## src/hw/tk_defs.svh

```systemverilog
`ifndef TK_DEFS_SVH
`define TK_DEFS_SVH

// ------------------------------------------------------------
// command codes
// ------------------------------------------------------------
`define TK_CMD_POS_RECAL 8'h0b
`define TK_CMD_NEG_RECAL 8'h0c
`define TK_CMD_PULSE_GAP 8'h0d
`define TK_CMD_POS_BAND 8'h0e
`define TK_CMD_NEG_BAND 8'h0f
`define TK_CMD_SUPPRESS 8'h10
`define TK_CMD_CHECKSUM 8'h36
`define TK_CMD_LOCK_REF 8'h4c
`define TK_CMD_RECAL 8'h62
`define TK_NULL_BYTE 8'h00

// ------------------------------------------------------------
// operand limits and reset values
// ------------------------------------------------------------
`define TK_GAP_MIN 8'h01
`define TK_GAP_MAX 8'h0a
`define TK_GAP_RESET 4'h1
`define TK_BAND_RESET 8'h00
`define TK_BAND_SCALE 27'h00003e8
`define TK_KEYS 16
`define TK_LAST_KEY 4'hf

// ------------------------------------------------------------
// timing
// ------------------------------------------------------------
`define TK_CLK_MHZ 100
`define TK_TICK_MS 100
`define TK_TICK_CYCLES (`TK_TICK_MS * 1000 * `TK_CLK_MHZ)
`define TK_EE_WRITE_CYCLES 4'h4

`endif

```

## src/hw/tk_pkg.sv

```systemverilog
package tk_pkg;
    typedef enum logic [1:0] {
        TK_IDLE = 2'h0,
        TK_ARG = 2'h1,
        TK_LOCK = 2'h3
    } tk_state_e;
    typedef logic [7:0] tk_byte_t;
endpackage : tk_pkg

```

## src/hw/tk_setup.sv

```systemverilog
`timescale 1ns/100ps
`include "tk_defs.svh"

module tk_setup #(
    parameter int TICK_CYCLES = `TK_TICK_CYCLES
) (
    input wire logic clk_in,
    input wire logic rst_in,
    input wire logic cmd_valid_in,
    input wire logic [7:0] cmd_byte_in,
    input wire logic put_mode_in,
    input wire logic [15:0] scope_mask_in,
    input wire logic [3:0] scope_low_key_in,
    input wire logic [15:0] pos_cross_in,
    input wire logic [15:0] neg_cross_in,
    input wire logic [15:0] burst_nonzero_in,
    input wire logic [15:0] ref_level_in,
    output logic [3:0] ref_key_out,
    output logic tx_valid_out,
    output logic [7:0] tx_byte_out,
    output logic [15:0] recal_out,
    output logic [15:0] key_error_out,
    output logic [15:0] neighbour_suppression_out,
    output logic [3:0] pulse_spacing_out,
    output logic lock_busy_out
);

    // ------------------------------------------------------------
    // helpers
    // ------------------------------------------------------------
    function automatic tk_pkg::tk_byte_t round_delay(input tk_pkg::tk_byte_t v);
        if (v >= 8'hff) return 8'hff;
        else if (v >= 8'haf) return 8'haf;
        else if (v >= 8'h7b) return 8'h7b;
        else if (v >= 8'h5a) return 8'h5a;
        else if (v >= 8'h3c) return 8'h3c;
        else if (v >= 8'h2d) return 8'h2d;
        else if (v >= 8'h20) return 8'h20;
        else if (v >= 8'h14) return 8'h14;
        else if (v >= 8'h0f) return 8'h0f;
        else if (v >= 8'h0a) return 8'h0a;
        else if (v >= 8'h07) return 8'h07;
        else if (v >= 8'h05) return 8'h05;
        else if (v >= 8'h03) return 8'h03;
        else return v;
    endfunction : round_delay

    // true when dev/locked exceeds band tenths of a percent
    function automatic logic band_out(input logic [15:0] far, input logic [15:0] near,
                                      input logic [15:0] locked, input tk_pkg::tk_byte_t band);
        logic [26:0] lhs;
        logic [26:0] rhs;
        lhs = 27'(far - near) * `TK_BAND_SCALE;
        rhs = 27'(locked) * 27'(band);
        return (band != `TK_BAND_RESET) && (far > near) && (lhs > rhs);
    endfunction : band_out

    // ------------------------------------------------------------
    // storage: not cleared by reset so settings persist
    // ------------------------------------------------------------
    tk_pkg::tk_byte_t pos_delay_mem [`TK_KEYS];
    tk_pkg::tk_byte_t neg_delay_mem [`TK_KEYS];
    logic [15:0] locked_ref_mem [`TK_KEYS];
    logic [15:0] suppress_en_mem;

    tk_pkg::tk_state_e state_reg;
    tk_pkg::tk_state_e state_next;
    tk_pkg::tk_byte_t cmd_reg;
    logic [31:0] tick_cnt_reg;
    logic [31:0] arg_cnt_reg;
    logic [3:0] scan_idx_reg;
    logic [3:0] lock_idx_reg;
    logic [3:0] ee_cnt_reg;
    logic [3:0] gap_reg;
    tk_pkg::tk_byte_t pos_band_reg;
    tk_pkg::tk_byte_t neg_band_reg;
    tk_pkg::tk_byte_t sum_acc_reg;
    tk_pkg::tk_byte_t checksum_reg;
    logic [15:0] err_pos_reg;
    logic [15:0] err_neg_reg;
    tk_pkg::tk_byte_t pos_cnt_reg [`TK_KEYS];
    tk_pkg::tk_byte_t neg_cnt_reg [`TK_KEYS];
    logic [15:0] recal_reg;
    logic tx_valid_reg;
    tk_pkg::tk_byte_t tx_byte_reg;

    // ------------------------------------------------------------
    // decode
    // ------------------------------------------------------------
    wire logic tick = (tick_cnt_reg == 32'(TICK_CYCLES - 1));
    wire logic in_idle = (state_reg == tk_pkg::TK_IDLE);
    wire logic in_arg = (state_reg == tk_pkg::TK_ARG);
    wire logic in_lock = (state_reg == tk_pkg::TK_LOCK);
    wire logic byte_idle = cmd_valid_in && in_idle;
    wire logic byte_arg = cmd_valid_in && in_arg;
    wire logic is_lock_cmd = (cmd_reg == `TK_CMD_LOCK_REF);
    wire logic arg_timeout = in_arg && is_lock_cmd && (arg_cnt_reg == 32'(TICK_CYCLES - 1));
    wire logic two_byte_cmd = (cmd_byte_in == `TK_CMD_POS_RECAL) ||
        (cmd_byte_in == `TK_CMD_NEG_RECAL) || (cmd_byte_in == `TK_CMD_PULSE_GAP) ||
        (cmd_byte_in == `TK_CMD_POS_BAND) || (cmd_byte_in == `TK_CMD_NEG_BAND) ||
        (cmd_byte_in == `TK_CMD_SUPPRESS) || (cmd_byte_in == `TK_CMD_LOCK_REF);
    wire logic start_put = byte_idle && put_mode_in && two_byte_cmd;
    wire logic force_recal = byte_idle && put_mode_in &&
        (cmd_byte_in == `TK_CMD_RECAL);
    wire logic lock_start = byte_arg && is_lock_cmd &&
        (cmd_byte_in == `TK_NULL_BYTE) && put_mode_in;
    wire logic ee_step = in_lock && (ee_cnt_reg == `TK_EE_WRITE_CYCLES - 4'h1);
    wire logic lock_done = ee_step && (lock_idx_reg == `TK_LAST_KEY);
    wire tk_pkg::tk_byte_t rounded = round_delay(cmd_byte_in);
    wire logic gap_ok = (cmd_byte_in >= `TK_GAP_MIN) && (cmd_byte_in <= `TK_GAP_MAX);
    wire logic [15:0] put_mask = byte_arg ? scope_mask_in : 16'h0000;
    wire logic [15:0] cur_locked = locked_ref_mem[scan_idx_reg];

    // ------------------------------------------------------------
    // get replies, per-key values from lowest key of scope
    // ------------------------------------------------------------
    tk_pkg::tk_byte_t get_value;
    logic get_hit;
    always_comb begin
        get_hit = byte_idle && !put_mode_in;
        unique case (cmd_byte_in)
            `TK_CMD_POS_RECAL: get_value = pos_delay_mem[scope_low_key_in];
            `TK_CMD_NEG_RECAL: get_value = neg_delay_mem[scope_low_key_in];
            `TK_CMD_SUPPRESS: get_value = {7'h00, suppress_en_mem[scope_low_key_in]};
            `TK_CMD_PULSE_GAP: get_value = {4'h0, gap_reg};
            `TK_CMD_POS_BAND: get_value = pos_band_reg;
            `TK_CMD_NEG_BAND: get_value = neg_band_reg;
            `TK_CMD_CHECKSUM: get_value = checksum_reg;
            default: begin
                get_value = `TK_NULL_BYTE;
                get_hit = 1'b0;
            end
        endcase
    end

    // ------------------------------------------------------------
    // command sequencer
    // ------------------------------------------------------------
    always_comb begin
        state_next = state_reg;
        unique case (state_reg)
            tk_pkg::TK_IDLE: if (start_put) state_next = tk_pkg::TK_ARG;
            tk_pkg::TK_ARG: begin
                if (lock_start) state_next = tk_pkg::TK_LOCK;
                else if (byte_arg || arg_timeout) state_next = tk_pkg::TK_IDLE;
            end
            tk_pkg::TK_LOCK: if (lock_done) state_next = tk_pkg::TK_IDLE;
            default: state_next = tk_pkg::TK_IDLE;
        endcase
    end

    always_ff @(posedge clk_in) begin
        if (rst_in) begin
            state_reg <= tk_pkg::TK_IDLE;
            cmd_reg <= `TK_NULL_BYTE;
            arg_cnt_reg <= 32'h0;
        end else begin
            state_reg <= state_next;
            if (start_put) cmd_reg <= cmd_byte_in;
            arg_cnt_reg <= in_arg ? arg_cnt_reg + 32'h1 : 32'h0;
        end
    end

    // echo follows the operand; lock echo waits for the last write
    always_ff @(posedge clk_in) begin
        if (rst_in) begin
            tx_valid_reg <= 1'b0;
            tx_byte_reg <= `TK_NULL_BYTE;
        end else begin
            tx_valid_reg <= 1'b0;
            if (get_hit) begin
                tx_valid_reg <= 1'b1;
                tx_byte_reg <= get_value;
            end else if (force_recal) begin
                tx_valid_reg <= 1'b1;
                tx_byte_reg <= `TK_CMD_RECAL;
            end else if (byte_arg && !is_lock_cmd) begin
                tx_valid_reg <= 1'b1;
                tx_byte_reg <= cmd_reg;
            end else if (lock_done) begin
                tx_valid_reg <= 1'b1;
                tx_byte_reg <= `TK_CMD_LOCK_REF;
            end
        end
    end

    // ------------------------------------------------------------
    // global settings
    // ------------------------------------------------------------
    always_ff @(posedge clk_in) begin
        if (rst_in) begin
            gap_reg <= `TK_GAP_RESET;
            pos_band_reg <= `TK_BAND_RESET;
            neg_band_reg <= `TK_BAND_RESET;
        end else if (byte_arg) begin
            if (cmd_reg == `TK_CMD_PULSE_GAP && gap_ok) gap_reg <= cmd_byte_in[3:0];
            if (cmd_reg == `TK_CMD_POS_BAND) pos_band_reg <= cmd_byte_in;
            if (cmd_reg == `TK_CMD_NEG_BAND) neg_band_reg <= cmd_byte_in;
        end
    end

    // ------------------------------------------------------------
    // per-key storage writes
    // ------------------------------------------------------------
    always_ff @(posedge clk_in) begin
        for (int k = 0; k < `TK_KEYS; k++) begin
            if (put_mask[k]) begin
                if (cmd_reg == `TK_CMD_POS_RECAL) pos_delay_mem[k] <= rounded;
                if (cmd_reg == `TK_CMD_NEG_RECAL) neg_delay_mem[k] <= rounded;
                if (cmd_reg == `TK_CMD_SUPPRESS && cmd_byte_in[7:1] == 7'h00) begin
                    suppress_en_mem[k] <= cmd_byte_in[0];
                end
            end
        end
        if (ee_step) locked_ref_mem[lock_idx_reg] <= ref_level_in;
    end

    // ------------------------------------------------------------
    // lock walk: one slow write per key, all keys regardless of scope
    // ------------------------------------------------------------
    always_ff @(posedge clk_in) begin
        if (rst_in) begin
            lock_idx_reg <= 4'h0;
            ee_cnt_reg <= 4'h0;
        end else if (in_lock) begin
            ee_cnt_reg <= ee_step ? 4'h0 : ee_cnt_reg + 4'h1;
            if (ee_step) lock_idx_reg <= lock_idx_reg + 4'h1;
        end else begin
            lock_idx_reg <= 4'h0;
            ee_cnt_reg <= 4'h0;
        end
    end

    // ------------------------------------------------------------
    // reference scan: boundary flags and checksum
    // ------------------------------------------------------------
    always_ff @(posedge clk_in) begin
        if (rst_in) begin
            scan_idx_reg <= 4'h0;
            err_pos_reg <= 16'h0000;
            err_neg_reg <= 16'h0000;
            sum_acc_reg <= `TK_NULL_BYTE;
            checksum_reg <= `TK_NULL_BYTE;
        end else if (!in_lock) begin
            scan_idx_reg <= scan_idx_reg + 4'h1;
            err_pos_reg[scan_idx_reg] <= band_out(ref_level_in, cur_locked, cur_locked,
                pos_band_reg);
            err_neg_reg[scan_idx_reg] <= band_out(cur_locked, ref_level_in, cur_locked,
                neg_band_reg);
            if (scan_idx_reg == `TK_LAST_KEY) begin
                checksum_reg <= sum_acc_reg + pos_delay_mem[scan_idx_reg] +
                    neg_delay_mem[scan_idx_reg] + cur_locked[7:0] + cur_locked[15:8];
                sum_acc_reg <= `TK_NULL_BYTE;
            end else begin
                sum_acc_reg <= sum_acc_reg + pos_delay_mem[scan_idx_reg] +
                    neg_delay_mem[scan_idx_reg] + cur_locked[7:0] + cur_locked[15:8];
            end
        end
    end

    // ------------------------------------------------------------
    // recalibration delays, counted in whole ticks
    // ------------------------------------------------------------
    always_ff @(posedge clk_in) begin
        if (rst_in) begin
            tick_cnt_reg <= 32'h0;
        end else begin
            tick_cnt_reg <= tick ? 32'h0 : tick_cnt_reg + 32'h1;
        end
    end

    // a forced recalibration clears both timers, so a repeat restarts cleanly
    always_ff @(posedge clk_in) begin
        if (rst_in) begin
            recal_reg <= 16'h0000;
            for (int k = 0; k < `TK_KEYS; k++) begin
                pos_cnt_reg[k] <= `TK_NULL_BYTE;
                neg_cnt_reg[k] <= `TK_NULL_BYTE;
            end
        end else begin
            for (int k = 0; k < `TK_KEYS; k++) begin
                recal_reg[k] <= 1'b0;
                if (force_recal && scope_mask_in[k]) begin
                    recal_reg[k] <= 1'b1;
                    pos_cnt_reg[k] <= `TK_NULL_BYTE;
                    neg_cnt_reg[k] <= `TK_NULL_BYTE;
                end else begin
                    if (!pos_cross_in[k] || pos_delay_mem[k] == `TK_NULL_BYTE) begin
                        pos_cnt_reg[k] <= `TK_NULL_BYTE;
                    end else if (tick) begin
                        if (pos_cnt_reg[k] + 8'h01 >= pos_delay_mem[k]) begin
                            recal_reg[k] <= 1'b1;
                            pos_cnt_reg[k] <= `TK_NULL_BYTE;
                        end else begin
                            pos_cnt_reg[k] <= pos_cnt_reg[k] + 8'h01;
                        end
                    end
                    if (!neg_cross_in[k] || neg_delay_mem[k] == `TK_NULL_BYTE) begin
                        neg_cnt_reg[k] <= `TK_NULL_BYTE;
                    end else if (tick) begin
                        if (neg_cnt_reg[k] + 8'h01 >= neg_delay_mem[k]) begin
                            recal_reg[k] <= 1'b1;
                            neg_cnt_reg[k] <= `TK_NULL_BYTE;
                        end else begin
                            neg_cnt_reg[k] <= neg_cnt_reg[k] + 8'h01;
                        end
                    end
                end
            end
        end
    end

    // ------------------------------------------------------------
    // outputs
    // ------------------------------------------------------------
    assign ref_key_out = in_lock ? lock_idx_reg : scan_idx_reg;
    assign tx_valid_out = tx_valid_reg;
    assign tx_byte_out = tx_byte_reg;
    assign recal_out = recal_reg;
    assign key_error_out = err_pos_reg | err_neg_reg;
    assign neighbour_suppression_out = suppress_en_mem & burst_nonzero_in;
    assign pulse_spacing_out = gap_reg;
    assign lock_busy_out = in_lock;

endmodule : tk_setup

```

## config.mk

```make
export PLATFORM = sky130hd
export DESIGN_NAME = tk_setup
export DESIGN_NICKNAME = d
export VERILOG_FILES = /design/src/hw/tk_pkg.sv /design/src/hw/tk_setup.sv
export VERILOG_INCLUDE_DIRS = /design/src /design/src/hw
export SDC_FILE = /design/constraint.sdc
export NUM_CORES = 2
export LEC_CHECK = 0
export BUFFER_PORTS_ARGS = -buffer_cell sky130_fd_sc_hd__buf_2
export CORE_UTILIZATION = 40
export CTS_CLUSTER_DIAMETER = 30
export DETAILED_ROUTE_END_ITERATION = 7
export GPL_TIMING_DRIVEN = 1
export PLACE_DENSITY = 0.56
export SYNTH_ARGS = -nofsm -noshare
export SYNTH_HDL_FRONTEND = slang
export SYNTH_SLANG_ARGS = --single-unit
```

## constraint.sdc

```tcl
create_clock -name clk_in -period 19.25 [get_ports clk_in]
set_input_delay 3.85 -clock clk_in [delete_from_list [all_inputs] [get_ports clk_in]]
set_output_delay 3.85 -clock clk_in [all_outputs]
set_load 0.01 [all_outputs]
```

; ---- Word-level counts from Yosys, hierarchy flattened
; Memory sizes are Yosys's and may differ from the RTL's. A register that Yosys moved wholly into a read port is not among the register bits.
; Cells that the tools add are included.
[totals]
ramBits = 768
elab_cells = 1337
in_bits = 96
regBits = 195
n_memories = 5
[classes]
mul = 4
n_reduce_logical = 175
n_eq_ne = 26
magnitude_cmp = 54
addsub = 43
n_mux = 865
bitwise = 132
[memory_table]
columns = memory, words, word_bits, rd, rd_ports_with_merged_regs, wr, line
row1 = locked_ref_mem, 16, 16, 1, 1, 1, tk_setup.sv:63  ; logic [15:0] locked_ref_mem [`TK_KEYS];
row2 = neg_cnt_reg, 16, 8, 16, 0, 16, tk_setup.sv:82  ; tk_pkg::tk_byte_t neg_cnt_reg [`TK_KEYS];
row3 = neg_delay_mem, 16, 8, 18, 1, 16, tk_setup.sv:62  ; tk_pkg::tk_byte_t neg_delay_mem [`TK_KEYS];
row4 = pos_cnt_reg, 16, 8, 16, 0, 16, tk_setup.sv:81  ; tk_pkg::tk_byte_t pos_cnt_reg [`TK_KEYS];
row5 = pos_delay_mem, 16, 8, 18, 1, 16, tk_setup.sv:61  ; tk_pkg::tk_byte_t pos_delay_mem [`TK_KEYS];
[ops]
columns = operator, n
row1 = 8-bit 2-to-1 mux, 146
row2 = 1-bit 2-to-1 mux, 701
row3 = 8-bit zero test, 33
row4 = "8-bit by 1-bit adder with 8-bit output, second input constant", 32
row5 = 8-bit greater-or-equal comparator, 32
row6 = 1-bit bitwise OR, 128
row7 = "8-bit by 4-bit equality test with 1-bit output, second input constant", 10
row8 = "32-bit by 1-bit adder with 32-bit output, second input constant", 2
row9 = "32-bit by 24-bit equality test with 1-bit output, second input constant", 2
row10 = 8-bit one-hot mux with 7 select lines, 1
row11 = 27-bit by 24-bit > comparator with 1-bit output, 2
row12 = "27-bit by 7-bit multiplier with 24-bit output, second input constant", 2
row13 = 16-bit by 8-bit multiplier with 24-bit output, 2
row14 = 2-bit AND reduction, 20
row15 = 1-bit logical OR, 39
row16 = 1-bit logical AND, 38
row17 = 1-bit zero test, 34
row18 = 16-bit by 16-bit subtractor with 17-bit output, 2
row19 = 8-bit adder, 4
row20 = 16-bit bitwise mux, 2
row21 = 16-bit > comparator, 2
row22 = 4-bit 2-to-1 mux, 7
row23 = "8-bit by 7-bit equality test with 1-bit output, second input constant", 3
row24 = "8-bit by 6-bit greater-or-equal comparator with 1-bit output, second input constant", 3
row25 = other kinds (35), 52

; ---- Depth between registers and ports, before layout
[depth]
depth_word = 14
mapped_depth = 40
depth_no_buf = 36

; ---- Worst setup path after synthesis
; OpenSTA, ideal clock, no wires.
[synth_path]
path_kind = input to register
from = input ref_level_in[0]
to = register err_neg_reg[15]
cell_stages = 33
path_slack_ps = 8210
arrival_time_ps = 10911
cell_sequence = ha_1 > inv_1 > fa_1 > a211oi_1 > nor2_1 > o21a_1 > nor2_1 > o21ai_0 > xor2_1 > xor2_1 > inv_1 > fa_1 > fa_1 > fa_1 > inv_1 > ha_1 > a21oi_1 > nand2_1 > a21o_1 > a41o_1 > or4_1 > nor2b_1 > xor2_1 > ha_1 > a21oi_1 > o21ai_0 > a211oi_1 > o21ai_0 > a31oi_1 > o22ai_1 > o311ai_4 > buf_6 > o21ai_1
[synth_via]
elab_chain_cells = 5
[synth_lines]
columns = item, line
row1 = "start, declared", tk_setup.sv:17  ; input wire logic [15:0] ref_level_in,
row2 = 16-bit by 16-bit subtractor with 17-bit output, tk_setup.sv:53  ; lhs = 27'(far - near) * `TK_BAND_SCALE;
row3 = 27-bit by 7-bit multiplier with 24-bit output (no line), -
row4 = 27-bit by 24-bit > comparator with 1-bit output, tk_setup.sv:55  ; return (band != `TK_BAND_RESET) && (far > near) && (lhs > rhs);
row5 = 1-bit logical AND *, tk_setup.sv:55
row6 = 16-bit bitwise mux *, tk_setup.sv:248  ; err_neg_reg[scan_idx_reg] <= band_out(cur_locked, ref_level_in, cur_locked,
row7 = "end signal, assigned by index", tk_setup.sv:248
row8 = "end, declared", tk_setup.sv:80  ; logic [15:0] err_neg_reg;
; Every way passes the cells marked *; elsewhere a longest branch is shown, timed or not.
; A chain may end at the register's enable or synchronous reset.

; ---- Worst setup path in the final report
[layout_path]
from = input ref_level_in[0]
to = register err_neg_reg[1]
; The elaborated chain is that of the path after synthesis.

==> metrics.yaml <==
post-cts-setup-buffers: 0
firstDrtPassIters: 8
fill_cells: 15000
num_vias: 47200
regMostFlops: "locked_ref_mem"
syn_nets: 6921
hold_depth: 1
clk_pin_slew_worst_paths_ns: 0.05
cts_root_buf: "clkbuf_16"
grt-ovfl-total: 0
synth.cell_area_um2: 66800
setup_ws_ns: 7.30
ff2ff_path_depth: 33
final.setup.tns_ns: 0
finalCritPeriodShare_pct: 62.1
dpl.hpwl_um: 144000
post-place-ws_ns: 6.57
routabilityCongestion: 0.926
crit_type: "in2reg"
seqCellArea_um2: 27200
cap_viol_max_count: 0
finalSetupViolCount: 0
fmax_ghz: 0.0837
maxSlewHeadroom_pct: 21.5
synth-edff-count: 784
die_area_um2: 169000
rows: 149
yosys_warnings: 0
leakage_uw: 0.0322
critPathMaxStageDelay_ns: 0.80
hold_buffers: 0
cp_max_fo: 18
grt_max_degree: 69
die_h_um: 411
finalWirelength_um: 196000
synth_most_common_cell: "edfxtp_1"
antenna_found_initial: 17
outcome: "complete, but fails checks"
die_w_um: 411
wl_per_cell_um: 22.7
required_ns: 19.86
largest_reg_flops: 256
grt_pass1_vias: 47800
ys_types: 83
cp_slowest_cell: "o311ai_4"
rsz0062_at_grt: "no"
tritoncts: "done"
start_util_pct: 40.4
worstPathArrival_ns: 12.56
power.total_uw: 16800
clock-sinks: 967
grt_pass1_wl_um: 296000
drt-initial-drc-count: 4040
dpl-instance-area_um2: 70000
port_buffers: 161
yosysTopAreaCellShare_pct: 35.3
r2r_end: "err_neg_reg[1]"
htreeDepth: 4
numCtsBuffers: 225
hold_path_startpoint: "tick_cnt_reg[0]"
p_per_area_nw_per_um2: 216
violations: "DRC"
utilization_pct: 47.2
yosys-top-cells-area: "edfxtp_1, ha_1, fa_1, mux4_2, dfxtp_1"
vdd.ir_drop.worst_mv: 0.529
vias_per_cell: 5.48
design_area_um2: 78000
synth-main-ff-cell: "edfxtp_1"
async_reset_ff_share_pct: 0
cts_resized: 0
synthToLayoutAreaGrowth_pct: 16.8
ios: 162
synth_common_cells: "edfxtp_1, inv_1, ha_1, nand2_1, nor2_1"
skew_ns: 0.0732
coreArea_um2: 165000
syn_area_per_cell_um2: 11.2
end_kind: "flop"
ys_ff_latch: 967
grtUsageTotal_pct: 23.3
drive_gt1_share_pct: 14.2
startpoint_type: "primary input"
worstHoldPathType: "reg2reg"
syn_inst: 5980
tightest_slew_ns: 1.17
multiInputGateArea_um2: 36300
yosysSeqAreaShare_pct: 40.8
clock_path_buffers: 3
r2r_slack_ns: 7.84
drv_slew: 0
hold_end: "tick_cnt_reg[0]"
yosysTopAreaCell: "edfxtp_1"
drc_errors: 25
hold_viol_final: 0
antenna_left: 0
clkLatencyLatePin_ns: 0.83
period_needed_ns: 11.95
final_nets: 7162
## routing by layer
metal  GRT usage [%]  wire length [um]  up-vias
met5               0                 0        -
met4            8.20              6450        0
met3            4.22             15100      328
met2            37.1             90500     1683
met1            31.8             83800    23500
li1                -                 -    21700
## cell families after synthesis
logic type	after synthesis	share of synthesized area, %
compound gates	735	7.02
xor+xnor	412	5.41
fa+ha+maj	850	19.2
buf+inv	868	5.01
flops	967	40.8
mux	271	8.52
simple gates	1877	14.1
## worst max-delay path: cells and delay by family
| family | cells | cell delay, ns |
|---|---|---|
| and+or+nand+nor | 5 | 1.02 |
| xor gates and xnor gates | 3 | 1.07 |
| adders and majority gates | 7 | 2.84 |
| buffers and inverters | 4 | 0.54 |
| AOI/OAI and AO/OA | 14 | 3.20 |
## final cells by class
type	count	area share (%)
Inverter	665	3.20
Clock buffer	271	7.71
Timing Repair Buffer	217	1.58
Antenna cell	8	0.0257
Clock inverter	156	2.48
Tap cell	2189	3.51
Multi-Input combinational cell	4145	46.6
Sequential cell	967	34.9
## cells in the final DEF, fill, tap and decap left out, types with 28 or more instances in the layout
master / Yosys / routed
ha_1: 553 / 553
and3_1: 46 / 46
edfxtp_1: 784 / 784
inv_1: 663 / 663
clkbuf_1: 124 / 32
bufinv_16: 0 / 34
or3_1: 32 / 32
clkbuf_16: 0 / 231
nand2b_1: 49 / 49
and2_1: 133 / 133
nor3_1: 113 / 108
nand4_1: 62 / 62
clkinv_1: 1 / 28
nor2b_1: 244 / 243
clkinv_2: 0 / 32
or2_2: 36 / 36
buf_4: 4 / 58
xnor2_1: 224 / 224
dfxtp_1: 183 / 179
o21ai_0: 157 / 154
nand2_1: 455 / 454
mux4_2: 233 / 233
fa_1: 292 / 292
a21o_1: 106 / 106
a21oi_1: 222 / 222
nand3_1: 182 / 182
nand3b_1: 37 / 37
xor2_1: 188 / 188
buf_2: 37 / 159
nor4_1: 41 / 40
nor2_1: 392 / 378
## worst max-delay path by stage
| stage | depth (start not counted) | slack [ns] | to | start |
|---|---|---|---|---|
| after floorplan | 33 | 8.21 | err_neg_reg[15] | ref_level_in[0] |
| after detailed placement | 33 | 6.57 | err_neg_reg[1] | ref_level_in[0] |
| after CTS | 33 | 7.39 | err_neg_reg[1] | ref_level_in[0] |
| after global routing | 33 | 6.49 | err_neg_reg[0] | ref_level_in[0] |
| final | 33 | 7.30 | err_neg_reg[1] | ref_level_in[0] |
| after global placement | 33 | 6.62 | err_neg_reg[0] | ref_level_in[0] |
## stage by stage
step | instances | hold slack [ns]
after floorplan | 5980 | 0.418
after global placement | 8183 | 0.430
after detailed placement | 8183 | 0.440
after global routing | 8610 | 0.485
after CTS | 8610 | 0.450
final | 8618 | 0.443
## power by group
group	switching (uW)	internal [uW]	total [uW]	leakage, uW
Sequential	38.6	2300	2340	0.00906
Clock	1260	2670	3930	0.00383
Combinational	5910	4650	10600	0.0193
No activity file was read; power rests on OpenSTA's default activity.
